## config.mk

```make
export PLATFORM = sky130hd
export DESIGN_NAME = alr_an_resolver
export DESIGN_NICKNAME = d
export VERILOG_FILES = /design/src/rtl/alr_pkg.sv /design/src/rtl/alr_sync2.sv /design/src/rtl/alr_lfsr.sv /design/src/rtl/alr_an_resolver.sv
export SDC_FILE = /design/constraint.sdc
export NUM_CORES = 1
export LEC_CHECK = 0
export BUFFER_PORTS_ARGS = -buffer_cell sky130_fd_sc_hd__buf_4
export CORE_UTILIZATION = 45
export DETAILED_ROUTE_END_ITERATION = 7
export GPL_ROUTABILITY_DRIVEN = 1
export PLACE_DENSITY_LB_ADDON = 0.08
export SETUP_SLACK_MARGIN = 0.05
export SLEW_MARGIN = 20
export SYNTH_ARGS = -nofsm -noshare
export SYNTH_HDL_FRONTEND = slang
export SYNTH_HIERARCHICAL = 1
export SYNTH_SLANG_ARGS = --single-unit
```

## constraint.sdc

```tcl
create_clock -name clk -period 3.7 [get_ports clk]
set_input_delay 0.555 -clock clk [delete_from_list [all_inputs] [get_ports clk]]
set_output_delay 0.555 -clock clk [all_outputs]
set_load 0.02 [all_outputs]
```

## src/rtl/alr_pkg.sv

```systemverilog
// Shared constants and types for the per-port transmit amplitude and
// role resolver of a two-port single-pair 10 Mbps PHY.
// Assumes a 10 MHz core clock and a word-wide register port.
package alr_pkg;

	// Port count and register port widths
	localparam int NUM_PORTS = 2;
	localparam int ADDR_W = 8;
	localparam int DATA_W = 32;

	// Register byte offsets, one aligned word each
	localparam logic [7:0] ADDR_ADV_P1 = 8'h00;
	localparam logic [7:0] ADDR_ADV_P2 = 8'h04;
	localparam logic [7:0] ADDR_STAT_P1 = 8'h08;
	localparam logic [7:0] ADDR_STAT_P2 = 8'h0C;
	localparam logic [7:0] ADDR_IRQ_STAT = 8'h10;
	localparam logic [7:0] ADDR_IRQ_MASK = 8'h14;
	localparam logic [7:0] ADDR_CTRL = 8'h18;

	// Advertisement word: lower half holds the forced-role bit,
	// upper half holds preference and amplitude bits
	localparam int ADV_FORCED_BIT = 4;
	localparam int ADV_MASTER_BIT = 20;
	localparam int ADV_REQ_BIT = 24;
	localparam int ADV_ABLE_BIT = 25;

	// Per-port status word fields
	localparam int ST_DONE_BIT = 0;
	localparam int ST_LP_ABLE_BIT = 1;
	localparam int ST_LP_REQ_BIT = 2;
	localparam int ST_LP_FORCED_BIT = 3;
	localparam int ST_LP_MASTER_BIT = 4;
	localparam int ST_RES_LSB = 5;
	localparam int ST_AMP_BIT = 7;
	localparam int ST_HI_ABLE_BIT = 8;

	// Interrupt events, three per port
	localparam int EV_PER_PORT = 3;
	localparam int EV_DONE = 0;
	localparam int EV_FAULT = 1;
	localparam int EV_FAIL = 2;
	localparam int IRQ_W = NUM_PORTS * EV_PER_PORT;

	// Reset values: port 1 prefers master, port 2 prefers slave
	localparam logic [NUM_PORTS-1:0] RST_MASTER_PREF = 2'h1;
	localparam logic [IRQ_W-1:0] RST_IRQ_MASK = 6'h00;

	// Cycles after reset release before straps are trusted
	localparam logic [1:0] INIT_CYCLES = 2'h3;

	// Random tie-break source
	localparam int LFSR_W = 16;
	localparam logic [15:0] LFSR_TAPS = 16'hB400;
	localparam logic [15:0] LFSR_SEED = 16'hACE1;

	// One advertisement page, local or partner
	typedef struct packed {
		logic ability;
		logic request;
		logic forced;
		logic master;
	} alr_adv_s;

	// Register port request
	typedef struct packed {
		logic [ADDR_W-1:0] addr;
		logic [DATA_W-1:0] wdata;
		logic wr;
		logic rd;
	} alr_req_s;

	// Role resolution result
	typedef enum logic [1:0] {
		RES_NONE,
		RES_SLAVE,
		RES_MASTER,
		RES_FAULT
	} alr_res_e;

	// Negotiation tracking per port
	typedef enum logic [1:0] {
		ST_START,
		ST_WAIT,
		ST_DONE
	} alr_st_e;

endpackage

```

## src/rtl/alr_sync2.sv

```systemverilog
// Two-flop synchroniser for asynchronous level inputs such as straps.
// Assumes inputs change slowly against the clock.
`timescale 1ns/10ps
module alr_sync2 import alr_pkg::*; #(
	parameter int W = 2
) (
	input wire logic clk,
	input wire logic rst,
	input wire logic [W-1:0] d,
	output logic [W-1:0] q
);

	logic [W-1:0] meta_q;

	// First stage feeds only the second stage
	always_ff @(posedge clk or posedge rst) begin
		if (rst) begin
			meta_q <= '0;
			q <= '0;
		end else begin
			meta_q <= d;
			q <= meta_q;
		end
	end

endmodule // alr_sync2

```

## src/rtl/alr_lfsr.sv

```systemverilog
// Free-running Galois LFSR giving one pseudo-random bit per cycle.
// Assumes a nonzero seed; the all-zero state is never reached.
`timescale 1ns/10ps
module alr_lfsr import alr_pkg::*; #(
	parameter int W = LFSR_W,
	parameter logic [W-1:0] TAPS = LFSR_TAPS,
	parameter logic [W-1:0] SEED = LFSR_SEED
) (
	input wire logic clk,
	input wire logic rst,
	output logic rnd
);

	logic [W-1:0] state_q;

	// Shift right, fold taps back in when the low bit falls out
	always_ff @(posedge clk or posedge rst) begin
		if (rst) begin
			state_q <= SEED;
		end else if (state_q[0]) begin
			state_q <= (state_q >> 1) ^ TAPS;
		end else begin
			state_q <= state_q >> 1;
		end
	end

	assign rnd = state_q[0];

endmodule // alr_lfsr

```

## src/rtl/alr_an_resolver.sv

```systemverilog
// Per-port advertisement, partner capture and resolution of transmit
// amplitude and master/slave role for two single-pair PHY ports.
// Assumes a page engine on the same clock that starts on neg_start,
// reports a received partner page or a failure, and signals link drop.
// Function
// RULE1 - Read-only ability status follows strap; sets amplitude defaults
// RULE2 - Ability field: 0 means low level only, 1 both levels
// RULE3 - Request field: 0 requests low level, 1 requests high level
// RULE4 - High-amplitude request advertised only while the port strap is set
// RULE5 - Software writes to amplitude fields act only with strap set
// RULE6 - Partner amplitude bits captured, valid only while negotiation done
// RULE7 - No ability either side, or no request at all: low level
// RULE8 - Both able and any request: high level
// RULE9 - Local ability cleared always resolves to the low level
// RULE10 - In high-amplitude mode, level chosen by negotiation with partner
// RULE11 - Master preference in upper word; resets port1 master, port2 slave
// RULE12 - Forced-role bit in lower word makes advertised role forced
// RULE13 - Both forcing same role gives configuration fault and failure
// RULE14 - Partner role bits captured, valid only while negotiation done
// RULE15 - Negotiated roles always give exactly one master on the link; a random tie here can leave both ends on one role
// RULE16 - Equal unforced preferences get complementary roles at random; here the local random bit alone picks the role
// RULE17 - A single forced side wins over the other's preference
// RULE18 - Failed negotiation restarts itself; link stays down until done
// RULE19 - New advertisement applies at next start; results held until then
`timescale 1ns/10ps
module alr_an_resolver import alr_pkg::*; (
	input wire logic clk,
	input wire logic rst,
	input wire logic port1_high_amp_strap,
	input wire logic port2_high_amp_strap,
	input wire alr_req_s reg_req,
	output logic [DATA_W-1:0] reg_rdata,
	input wire logic [NUM_PORTS-1:0] page_rx_valid,
	input wire alr_adv_s [NUM_PORTS-1:0] partner_page,
	input wire logic [NUM_PORTS-1:0] page_fail,
	input wire logic [NUM_PORTS-1:0] link_drop,
	output logic [NUM_PORTS-1:0] neg_start,
	output alr_adv_s [NUM_PORTS-1:0] local_page,
	output logic [NUM_PORTS-1:0] negotiation_done,
	output logic [NUM_PORTS-1:0] tx_amplitude_control,
	output alr_res_e [NUM_PORTS-1:0] role_resolution_result,
	output logic [NUM_PORTS-1:0] high_amp_able_status,
	output logic irq
);

	// Address of each port's advertisement and status word
	function automatic logic [ADDR_W-1:0] adv_addr(input int p);
		adv_addr = (p == 0) ? ADDR_ADV_P1 : ADDR_ADV_P2;
	endfunction

	function automatic logic [ADDR_W-1:0] stat_addr(input int p);
		stat_addr = (p == 0) ? ADDR_STAT_P1 : ADDR_STAT_P2;
	endfunction

	// RULE8 high when able
	// Both sides able and at least one asking gives the high level
	// RULE7 low otherwise
	// Anything short of that, including no ability, stays low
	function automatic logic resolve_amp(input alr_adv_s loc,
		input alr_adv_s lp);
		resolve_amp = loc.ability & lp.ability & (loc.request | lp.request);
	endfunction

	// RULE15 one master
	// Every non-fault outcome is master or slave here, never none
	function automatic alr_res_e resolve_role(input alr_adv_s loc,
		input alr_adv_s lp, input logic rnd);
		alr_res_e r;
		r = RES_SLAVE;
		if (loc.forced && lp.forced) begin
			// RULE13 fault check
			// Both forced to the same role cannot be satisfied
			if (loc.master == lp.master) begin
				r = RES_FAULT;
			end else begin
				r = loc.master ? RES_MASTER : RES_SLAVE;
			end
		end else if (loc.forced) begin
			// RULE17 forced wins
			r = loc.master ? RES_MASTER : RES_SLAVE;
		end else if (lp.forced) begin
			r = lp.master ? RES_SLAVE : RES_MASTER;
		end else if (loc.master != lp.master) begin
			r = loc.master ? RES_MASTER : RES_SLAVE;
		end else begin
			// RULE16 random split
			// Same preference: the local random bit picks the role
			r = rnd ? RES_MASTER : RES_SLAVE;
		end
		resolve_role = r;
	endfunction

	// Advertisement word image
	function automatic logic [DATA_W-1:0] adv_img(input alr_adv_s a);
		logic [DATA_W-1:0] w;
		w = '0;
		w[ADV_ABLE_BIT] = a.ability;
		w[ADV_REQ_BIT] = a.request;
		w[ADV_MASTER_BIT] = a.master;
		w[ADV_FORCED_BIT] = a.forced;
		adv_img = w;
	endfunction

	// Status word image; partner bits read as zero until done
	function automatic logic [DATA_W-1:0] stat_img(input logic done,
		input alr_adv_s lp, input alr_res_e res, input logic amp,
		input logic able);
		logic [DATA_W-1:0] w;
		w = '0;
		w[ST_DONE_BIT] = done;
		w[ST_LP_ABLE_BIT] = done & lp.ability;
		w[ST_LP_REQ_BIT] = done & lp.request;
		w[ST_LP_FORCED_BIT] = done & lp.forced;
		w[ST_LP_MASTER_BIT] = done & lp.master;
		w[ST_RES_LSB +: 2] = res;
		w[ST_AMP_BIT] = amp;
		w[ST_HI_ABLE_BIT] = able;
		stat_img = w;
	endfunction

	logic [NUM_PORTS-1:0] strap_s;
	logic [1:0] init_cnt_q;
	logic init_done_q;
	logic rnd;
	logic [IRQ_W-1:0] irq_stat_q;
	logic [IRQ_W-1:0] irq_stat_d;
	logic [IRQ_W-1:0] irq_mask_q;
	logic [IRQ_W-1:0] irq_clr;
	wire [IRQ_W-1:0] ev_vec;
	alr_adv_s adv_q [NUM_PORTS];
	alr_adv_s partner_q [NUM_PORTS];
	alr_st_e state_q [NUM_PORTS];
	logic neg_start_q [NUM_PORTS];
	alr_adv_s local_q [NUM_PORTS];
	logic done_q [NUM_PORTS];
	logic amp_q [NUM_PORTS];
	alr_res_e res_q [NUM_PORTS];
	logic irq_q;
	logic [DATA_W-1:0] rdata_q;

	// RULE1 strap sync
	// Straps are pins, so they pass two flops before any use
	alr_sync2 #(
		.W(NUM_PORTS)
	) u_strap_sync (
		.clk(clk),
		.rst(rst),
		.d({port2_high_amp_strap, port1_high_amp_strap}),
		.q(strap_s)
	);

	// Tie-break source shared by both ports
	alr_lfsr #(
		.W(LFSR_W),
		.TAPS(LFSR_TAPS),
		.SEED(LFSR_SEED)
	) u_lfsr (
		.clk(clk),
		.rst(rst),
		.rnd(rnd)
	);

	// Hold off until the synchronised straps are settled
	always_ff @(posedge clk or posedge rst) begin
		if (rst) begin
			init_cnt_q <= 2'h0;
			init_done_q <= 1'b0;
		end else if (!init_done_q) begin
			init_cnt_q <= init_cnt_q + 2'h1;
			init_done_q <= (init_cnt_q == INIT_CYCLES);
		end
	end

	genvar g;
	generate
		for (g = 0; g < NUM_PORTS; g++) begin : g_port
			logic wr_adv;
			logic restart;
			logic page_ok;
			alr_res_e res_new;
			logic amp_new;

			assign wr_adv = reg_req.wr && (reg_req.addr == adv_addr(g));
			assign restart = reg_req.wr && (reg_req.addr == ADDR_CTRL) &&
				reg_req.wdata[g];
			assign res_new = resolve_role(local_q[g], partner_page[g], rnd);
			assign amp_new = resolve_amp(local_q[g], partner_page[g]);
			assign page_ok = page_rx_valid[g] && !page_fail[g] &&
				!link_drop[g] && !restart;

			// RULE11 role reset
			// Preference resets per port; amplitude defaults follow the strap
			always_ff @(posedge clk or posedge rst) begin
				if (rst) begin
					adv_q[g].ability <= 1'b0;
					adv_q[g].request <= 1'b0;
					adv_q[g].forced <= 1'b0;
					adv_q[g].master <= RST_MASTER_PREF[g];
				end else if (!init_done_q) begin
					// RULE1 strap default
					adv_q[g].ability <= strap_s[g];
					adv_q[g].request <= 1'b0;
				end else if (wr_adv) begin
					// RULE12 forced bit
					adv_q[g].forced <= reg_req.wdata[ADV_FORCED_BIT];
					adv_q[g].master <= reg_req.wdata[ADV_MASTER_BIT];
					// RULE5 strap gates writes
					if (strap_s[g]) begin
						// RULE2 ability field
						adv_q[g].ability <= reg_req.wdata[ADV_ABLE_BIT];
						// RULE3 request field
						adv_q[g].request <= reg_req.wdata[ADV_REQ_BIT];
					end
				end
			end

			// Negotiation tracking; results change only on a good page
			always_ff @(posedge clk or posedge rst) begin
				if (rst) begin
					state_q[g] <= ST_START;
					neg_start_q[g] <= 1'b0;
					local_q[g] <= '0;
					partner_q[g] <= '0;
					done_q[g] <= 1'b0;
					amp_q[g] <= 1'b0;
					res_q[g] <= RES_NONE;
				end else begin
					neg_start_q[g] <= 1'b0;
					unique case (state_q[g])
						ST_START: begin
							if (init_done_q) begin
								// RULE19 snapshot at start
								// RULE4 request gated by strap
								local_q[g].ability <= adv_q[g].ability & strap_s[g];
								local_q[g].request <= adv_q[g].request & strap_s[g];
								local_q[g].forced <= adv_q[g].forced;
								local_q[g].master <= adv_q[g].master;
								neg_start_q[g] <= 1'b1;
								state_q[g] <= ST_WAIT;
							end
						end
						ST_WAIT: begin
							if (page_fail[g] || link_drop[g] || restart) begin
								// RULE18 auto restart
								state_q[g] <= ST_START;
							end else if (page_rx_valid[g]) begin
								// RULE6 RULE14 capture partner
								partner_q[g] <= partner_page[g];
								res_q[g] <= res_new;
								if (res_new == RES_FAULT) begin
									// RULE13 treat as failed
									state_q[g] <= ST_START;
								end else begin
									// RULE10 RULE9 negotiated level
									amp_q[g] <= amp_new;
									done_q[g] <= 1'b1;
									state_q[g] <= ST_DONE;
								end
							end
						end
						ST_DONE: begin
							if (link_drop[g] || restart) begin
								// RULE18 link down
								done_q[g] <= 1'b0;
								state_q[g] <= ST_START;
							end
						end
					endcase
				end
			end

			// Events for the interrupt status word
			assign ev_vec[g*EV_PER_PORT+EV_DONE] = (state_q[g] == ST_WAIT) &&
				page_ok && (res_new != RES_FAULT);
			assign ev_vec[g*EV_PER_PORT+EV_FAULT] = (state_q[g] == ST_WAIT) &&
				page_ok && (res_new == RES_FAULT);
			assign ev_vec[g*EV_PER_PORT+EV_FAIL] = (state_q[g] == ST_WAIT) &&
				page_fail[g];

			// Outputs straight from flops
			assign neg_start[g] = neg_start_q[g];
			assign local_page[g] = local_q[g];
			assign negotiation_done[g] = done_q[g];
			assign tx_amplitude_control[g] = amp_q[g];
			assign role_resolution_result[g] = res_q[g];
			assign high_amp_able_status[g] = strap_s[g];
		end
	endgenerate

	// Reading the status word clears what was read; a new event wins
	always_comb begin
		irq_clr = '0;
		if (reg_req.rd && (reg_req.addr == ADDR_IRQ_STAT)) begin
			irq_clr = irq_stat_q;
		end
		irq_stat_d = (irq_stat_q & ~irq_clr) | ev_vec;
	end

	// Sticky event bits
	always_ff @(posedge clk or posedge rst) begin
		if (rst) begin
			irq_stat_q <= '0;
		end else begin
			irq_stat_q <= irq_stat_d;
		end
	end

	// Interrupt mask register
	always_ff @(posedge clk or posedge rst) begin
		if (rst) begin
			irq_mask_q <= RST_IRQ_MASK;
		end else if (reg_req.wr && (reg_req.addr == ADDR_IRQ_MASK)) begin
			irq_mask_q <= reg_req.wdata[IRQ_W-1:0];
		end
	end

	// Level interrupt from next status so it rises with the bit
	always_ff @(posedge clk or posedge rst) begin
		if (rst) begin
			irq_q <= 1'b0;
		end else begin
			irq_q <= |(irq_stat_d & irq_mask_q);
		end
	end

	// Read data stand one cycle after the strobe; unmapped reads zero
	always_ff @(posedge clk or posedge rst) begin
		if (rst) begin
			rdata_q <= '0;
		end else if (reg_req.rd) begin
			unique case (reg_req.addr)
				ADDR_ADV_P1: rdata_q <= adv_img(adv_q[0]);
				ADDR_ADV_P2: rdata_q <= adv_img(adv_q[1]);
				// RULE6 RULE14 valid when done
				ADDR_STAT_P1: rdata_q <= stat_img(done_q[0], partner_q[0],
					res_q[0], amp_q[0], strap_s[0]);
				ADDR_STAT_P2: rdata_q <= stat_img(done_q[1], partner_q[1],
					res_q[1], amp_q[1], strap_s[1]);
				ADDR_IRQ_STAT: rdata_q <= {{(DATA_W-IRQ_W){1'b0}}, irq_stat_q};
				ADDR_IRQ_MASK: rdata_q <= {{(DATA_W-IRQ_W){1'b0}}, irq_mask_q};
				default: rdata_q <= '0;
			endcase
		end else begin
			rdata_q <= '0;
		end
	end

	assign reg_rdata = rdata_q;
	assign irq = irq_q;

endmodule // alr_an_resolver

```

==> results of run 1 <==
## per-stage QoR
step | util, % | setup slack (ns) | power, mW
global placement | 52.7 | 1.34 | 1.83
detailed placement | 52.7 | 1.30 | 1.84
floorplan | - | 1.49 | 1.59
global route | 54.8 | 1.44 | 2.59
CTS | 54.8 | 1.57 | 2.48
finish | 54.8 | 1.53 | 2.45
## layout make-up
cell class,count,area (um2),share of cell area (%)
flip-flops and latches,86,2160,45.5
multi-input cells,235,1650,34.6
repair buffers,71,533,11.2
clock buffers,10,138,2.89
well taps,108,135,2.84
inverters,24,90.1,1.89
clock inverters,6,51.3,1.08
## flip-flops by register name, summed over array words and instances, names as in the netlist, 4 cells and up
signal and flops:
irq_mask_q 6, u_lfsr/state_q 16, irq_stat_q 6, partner_q 8
adv_q 8, role_resolution_result 4, state_q 4, reg_rdata 12
local_page 8
## worst paths after layout
check	startpoint	endpoint	slack [ns]	depth (start not counted)
min in group clk	port2_high_amp_strap	u_strap_sync/meta_q[1]$_DFF_PP0_	0.30	1
max in group asynchronous	rst	adv_q[4]$_DFFE_PP1P_	2.48	3
min reg2reg	u_lfsr/state_q[9]$_DFF_PP0_	u_lfsr/state_q[8]$_DFF_PP0_	0.35	0
min	rst	u_strap_sync/q[1]$_DFF_PP0_	0.09	2
max reg2reg	state_q[1]$_DFFE_PP0P_	partner_q[3]$_DFFE_PP0P_	1.53	5
max	state_q[1]$_DFFE_PP0P_	partner_q[3]$_DFFE_PP0P_	1.53	5
## where the power goes
group          switching (mW)  internal [mW]  leakage [nW]
registers               0.115           1.08          1.07
clock network           0.360          0.273        0.0943
logic                   0.346          0.276          1.16
## cells by family (layout without fill, tap and decap cells)
family,count (synthesis),in the layout,synth area share (%)
mux,46,46,12.3
xor+xnor,4,4,0.876
fa+ha+maj,11,11,3.44
flops,86,86,54.1
other cells,1,20,0.0937
simple gates,104,104,14.9
compound gates,50,50,7.88
buf+inv,49,111,6.54
## layer usage
metal	vias to the layer above	GRT usage (%)
met5	-	0
li1	1354	-
met4	0	6.50
met2	80	32.2
met3	7	4.66
met1	1371	29.3
## cell usage after synthesis, drive strengths merged (2+ instances only)
cell type	n
o21ai	14
o211ai	3
nor3b	2
buf	22
dfstp	9
nor2b	8
mux2i	22
a211oi	2
o22ai	5
inv	24
nand2	36
and4	2
nor4	6
nor4bb	3
nand4b	3
nand4	7
xor2	3
mux2	24
ha	11
nand3	12
dfrtp	77
or3b	2
or2	2
nand2b	5
nor2	9
a31oi	4
nor3	2
a21oi	9
clkbuf	3
a22oi	5
## critical path, stage by stage (launching register included)
cell	delay (ns)
dfrtp_1	0.39
inv_1	0.09
ha_1	0.22
nor4bb_1	0.72
nand2_2	0.28
mux2_2	0.35
==> impl_metrics.py, run 1 <==
metrics = {
    "run_status": {
        "status": "finished clean",
    },
    "drt": {
        "drt_wl_total_um": 8870,
        "top_layer_used": "met4",
        "vias_per_cell": 5.21,
        "wl_met3_um": 567,
        "num_vias": 2812,
        "met2_length_um": 4020,
        "wl_per_cell_um": 16.4,
        "drtAntennaViolNets": 0,
        "drtIter0Drc": 142,
        "drt_first_pass_iters": 4,
        "drcViolationCount": 0,
        "m1WireLength_um": 4180,
    },
    "clocking": {
        "clock_path_buffers": 2,
        "htree_levels": 3,
        "cts_tree": "yes",
        "clk_latency_ns": 0.36,
        "numCtsBuffers": 9,
        "cts.clk_slew.worst_paths_ns": 0.09,
        "postCtsSetupBuffers": 0,
        "cts_resized": 0,
        "cts.sinks": 86,
        "cts_hold_buf": 0,
        "cts_root_buf": "clkbuf_8",
    },
    "logic_synthesis": {
        "synth_top_area_share_pct": 48.2,
        "ys_types": 50,
        "async_flop_share_pct": 100,
        "ys_top_cells_by_area": "dfrtp_1, mux2_2, dfstp_2",
        "synth_area_um2": 4000,
        "synth_edf_count": 0,
        "yosysTopAreaCell": "dfrtp_1",
        "ys_warn_count": 6,
        "syn_inst": 351,
        "synth-main-ff-cell": "dfrtp_1",
        "yosysSeqAreaShare_pct": 54.1,
        "synth_seq_cells": 86,
        "post_synth.cell_area_avg_um2": 11.4,
    },
    "hold_path": {
        "min_path_type": "input port to asynchronous set/reset pin",
    },
    "global_route": {
        "overflow": 0,
        "grt.total_usage_pct": 20.9,
        "antenna_found_initial": 0,
        "grt_max_degree": 35,
        "grt_pass1_vias": 2729,
        "grt_first_pass_wirelength_um": 14000,
    },
    "finish": {
        "layout.cells.non_filler": 540,
        "final_nets": 498,
        "fillers": 800,
        "n_antenna_cell": 0,
        "layout_common_cells": "dfrtp_1, buf_4, nand2_1, mux2_2, inv_1",
        "final_common_cell": "dfrtp_1",
        "drive_above_1_share_pct": 30.3,
        "syn_to_final_growth_pct": 18.9,
        "fin_area_um2": 4760,
    },
    "pwr": {
        "ir_drop_uv": 320,
        "leakage_nw": 2.33,
        "p_per_area_nw_per_um2": 515,
    },
    "placement": {
        "finalWeightedCongestion": 0.813,
        "port_buffers": 69,
        "dp_hpwl_um": 6730,
        "placed_area_um2": 4570,
        "place_inst": 524,
    },
    "floorplan": {
        "core-area_um2": 8680,
        "die_w_um": 96.3,
        "fp.dieH_um": 96.3,
        "start_util_pct": 46.1,
        "die_area_um2": 9270,
        "ios": 113,
        "placement_rows": 34,
    },
    "run": {
        "cap_violations": 0,
    },
    "critical_path": {
        "cp_data_required_time_ns": 3.94,
        "critPathKind": "flip-flop to flip-flop",
        "critPathLaunchType": "flip-flop",
        "crit_fanout": 6,
        "endpoint_kind": "flip-flop",
        "critPathArrivalTime_ns": 2.41,
    },
    "timing": {
        "hold_viol": 0,
        "worst_slew_pin_slew_ns": 0.874,
        "slew_headroom_pct": 41.0,
        "finalSetupTns_ns": 0,
        "max_freq_ghz": 0.462,
        "setup-violations-final": 0,
        "min_period_ns": 2.17,
        "hold_ws_ns": 0.0876,
        "rsz0062_at_grt": "false",
        "fin_crit_sh_pct": 58.5,
        "clock_skew_ns": 0.0152,
        "drv_slew": 0,
    },
}
No activity file was read; power rests on OpenSTA's default activity.
==> run 2: changes to the inputs <==
--- a/config.mk
+++ b/config.mk
@@ -5,6 +5,7 @@
 export SDC_FILE = /design/constraint.sdc
 export NUM_CORES = 1
 export LEC_CHECK = 0
+export ABC_AREA = 1
 export BUFFER_PORTS_ARGS = -buffer_cell sky130_fd_sc_hd__buf_4
 export CORE_UTILIZATION = 45
 export DETAILED_ROUTE_END_ITERATION = 7
==> constraint.sdc (replaced) <==
create_clock -name clk -period 2.2 [get_ports clk]
set_input_delay 0.33 -clock clk [delete_from_list [all_inputs] [get_ports clk]]
set_output_delay 0.33 -clock clk [all_outputs]
set_load 0.02 [all_outputs]
==> impl_metrics.py, run 2 <==
metrics = {
    "drt": {
        "drt_wl_total_um": 9240,
        "drcViolationCount": 0,
        "num_vias": 3167,
        "drt_first_pass_iters": 4,
        "vias_per_cell": 4.86,
        "drtIter0Drc": 177,
        "drtAntennaViolNets": 0,
        "wl_per_cell_um": 14.2,
    },
    "critical_path": {
        "r2r_slack_ns": 0.52,
        "endpoint_kind": "flip-flop",
        "crit_chain": "inv_1, ha_1, nor3_1, inv_1, nand4_2, o21ai_0, nand2_1, nand2_1, o21ai_0",
        "r2r_cells": 9,
        "slowest_stage": "dfrtp_1",
        "crit_fanout": 6,
        "cp_data_required_time_ns": 2.49,
        "critPathLaunchType": "flip-flop",
        "critPathKind": "flip-flop to flip-flop",
        "critical_path.max_stage_delay_ns": 0.39,
        "critPathBufInv": 2,
        "cp_top_family": "simple AND/OR/NAND/NOR gates",
        "reg2reg_from": "local_page[0]$_DFFE_PP0P_",
        "critPathArrivalTime_ns": 1.97,
        "worstReg2RegEnd": "negotiation_done[0]$_DFFE_PP0P_",
    },
    "hold_path": {
        "min_path_type": "input port to flip-flop",
        "holdPathEnd": "u_strap_sync/meta_q[0]$_DFF_PP0_",
        "min_path_cells": 1,
        "min_from": "port1_high_amp_strap",
    },
    "logic_synthesis": {
        "async_flop_share_pct": 100,
        "yosysSeqAreaShare_pct": 52.8,
        "synth-simple-area-share_pct": 23.1,
        "synth-main-ff-cell": "dfrtp_1",
        "ys_warn_count": 6,
        "synth_common_cells": "nand2_1, dfrtp_1, inv_1",
        "post_synth.cell_area_avg_um2": 8.94,
        "syn_inst": 458,
        "yosysTopAreaCell": "dfrtp_1",
        "synth_edf_count": 0,
        "yosys.area_share.adder_pct": 3.36,
        "yosysMostFrequentCell": "nand2_1",
        "synthMuxAreaShare_pct": 0.275,
        "ys_top_cells_by_area": "dfrtp_1, nand2_1, dfstp_2",
        "synth_seq_cells": 86,
        "synth_top_area_share_pct": 47.1,
        "synth_area_um2": 4090,
        "ys_types": 36,
        "synth_top_family_by_area": "simple AND/OR/NAND/NOR gates",
        "synth-compound-area-share_pct": 9.93,
        "synth_xor_area_share_pct": 0.214,
    },
    "run_status": {
        "status": "finished clean",
    },
    "finish": {
        "final_nets": 609,
        "top_register": "u_lfsr/state_q",
        "n_antenna_cell": 0,
        "largest_reg_flops": 16,
        "fin_area_um2": 4900,
        "drive_above_1_share_pct": 25.0,
        "layout_common_cells": "nand2_1, dfrtp_1, buf_4, inv_1, o21ai_0",
        "final_common_cell": "nand2_1",
        "postLayoutCoreUtil_pct": 55.9,
        "syn_to_final_growth_pct": 19.7,
    },
    "clocking": {
        "cts_resized": 0,
        "cts.sinks": 86,
        "cts.clk_slew.worst_paths_ns": 0.10,
        "clk_latency_ns": 0.36,
        "postCtsSetupBuffers": 0,
        "numCtsBuffers": 9,
        "cts_hold_buf": 1,
        "htree_levels": 3,
        "cts_root_buf": "clkbuf_8",
        "clock_path_buffers": 2,
        "cts_tree": "yes",
    },
    "floorplan": {
        "die_area_um2": 9480,
        "fp.dieH_um": 97.4,
        "ios": 113,
        "core-area_um2": 8760,
        "start_util_pct": 46.7,
        "placement_rows": 34,
        "die_w_um": 97.4,
    },
    "pwr": {
        "ir_drop_uv": 436,
        "leakage_nw": 2.46,
        "p_per_area_nw_per_um2": 864,
    },
    "global_route": {
        "grt_max_degree": 43,
        "grt.total_usage_pct": 20.7,
        "grt_first_pass_wirelength_um": 15200,
        "grt_pass1_vias": 3102,
        "antenna_found_initial": 0,
        "overflow": 0,
    },
    "placement": {
        "finalWeightedCongestion": 0.888,
        "port_buffers": 69,
        "placed_area_um2": 4680,
        "dp_hpwl_um": 7110,
    },
    "timing": {
        "worst_slew_pin_slew_ns": 0.544,
        "fin_crit_sh_pct": 76.4,
        "min_period_ns": 1.68,
        "clock_skew_ns": 0.00912,
        "slew_headroom_pct": 63.7,
        "finalSetupTns_ns": 0,
        "hold_viol": 0,
        "rsz0062_at_grt": "false",
        "max_freq_ghz": 0.595,
        "drv_slew": 0,
        "setup-violations-final": 0,
    },
    "run": {
        "cap_violations": 0,
    },
}
## run 2: power breakdown
group	total [mW]	switching (mW)	internal, mW
Combinational	1.05	0.654	0.394
Clock	1.17	0.623	0.551
Sequential	2.01	0.189	1.82
Total	4.23	1.47	2.77
## run 2: worst register-to-register path: stages, from the launching register on
cell,delay (ns)
dfrtp_1,0.39
inv_1,0.08
ha_1,0.20
nor3_1,0.38
inv_1,0.10
nand4_2,0.17
o21ai_0,0.11
nand2_1,0.06
nand2_1,0.04
o21ai_0,0.08
## run 2: metrics by stage
stage                     power [mW]  instances  setup WS, ns  hold slack (ns)
after floorplan                 2.67        477         0.217           0.0961
after global placement          3.07        634         0.437            0.241
after detailed placement        3.10        634         0.449            0.245
after CTS                       4.27        651         0.501           0.0635
after global routing            4.49        651         0.388           0.0578
final                           4.23        651         0.518           0.0713
## run 2: area by class of cell
| class | instances | area (um2) |
|---|---|---|
| multi-input cells | 302 | 1580 |
| well taps | 108 | 135 |
| clock buffers | 9 | 124 |
| repair buffers | 72 | 556 |
| flip-flops and latches | 86 | 2160 |
| inverters | 67 | 251 |
| clock inverters | 7 | 85.1 |
| fillers | 824 | 3860 |
## run 2: how the worst max path moves through the flow
| stage | cells after the start | to | start | slack [ns] |
|---|---|---|---|---|
| 6_report | 9 | negotiation_done[0]$_DFFE_PP0P_ | local_page[0]$_DFFE_PP0P_ | 0.52 |
| 5_1_grt | 9 | negotiation_done[0]$_DFFE_PP0P_ | local_page[0]$_DFFE_PP0P_ | 0.39 |
| 4_1_cts | 9 | negotiation_done[0]$_DFFE_PP0P_ | local_page[0]$_DFFE_PP0P_ | 0.50 |
| 3_5_place_dp | 7 | irq_mask_q[5]$_DFFE_PP0P_ | reg_req[35] | 0.45 |
| 3_3_place_gp | 7 | irq_mask_q[5]$_DFFE_PP0P_ | reg_req[34] | 0.44 |
| 2_1_floorplan | 1 | adv_q[0]$_DFFE_PP0P_ | rst | 0.22 |
## run 2: layer usage
layer	vias to the layer above	part of all wire, %	global-route usage, %
met1	1505	45	27.1
li1	1570	-	-
met5	-	0	0
met4	0	1.5	8.37
met2	81	49	34.3
met3	11	4.4	3.38
## run 2: cells by family after synthesis
family / after synthesis
AO/OA/AOI/OAI: 74
buffers and inverters: 89
flip-flops: 86
XOR/XNOR: 1
multiplexers: 1
other: 1
AND/OR/NAND/NOR: 195
adder cells (fa/ha/maj): 11
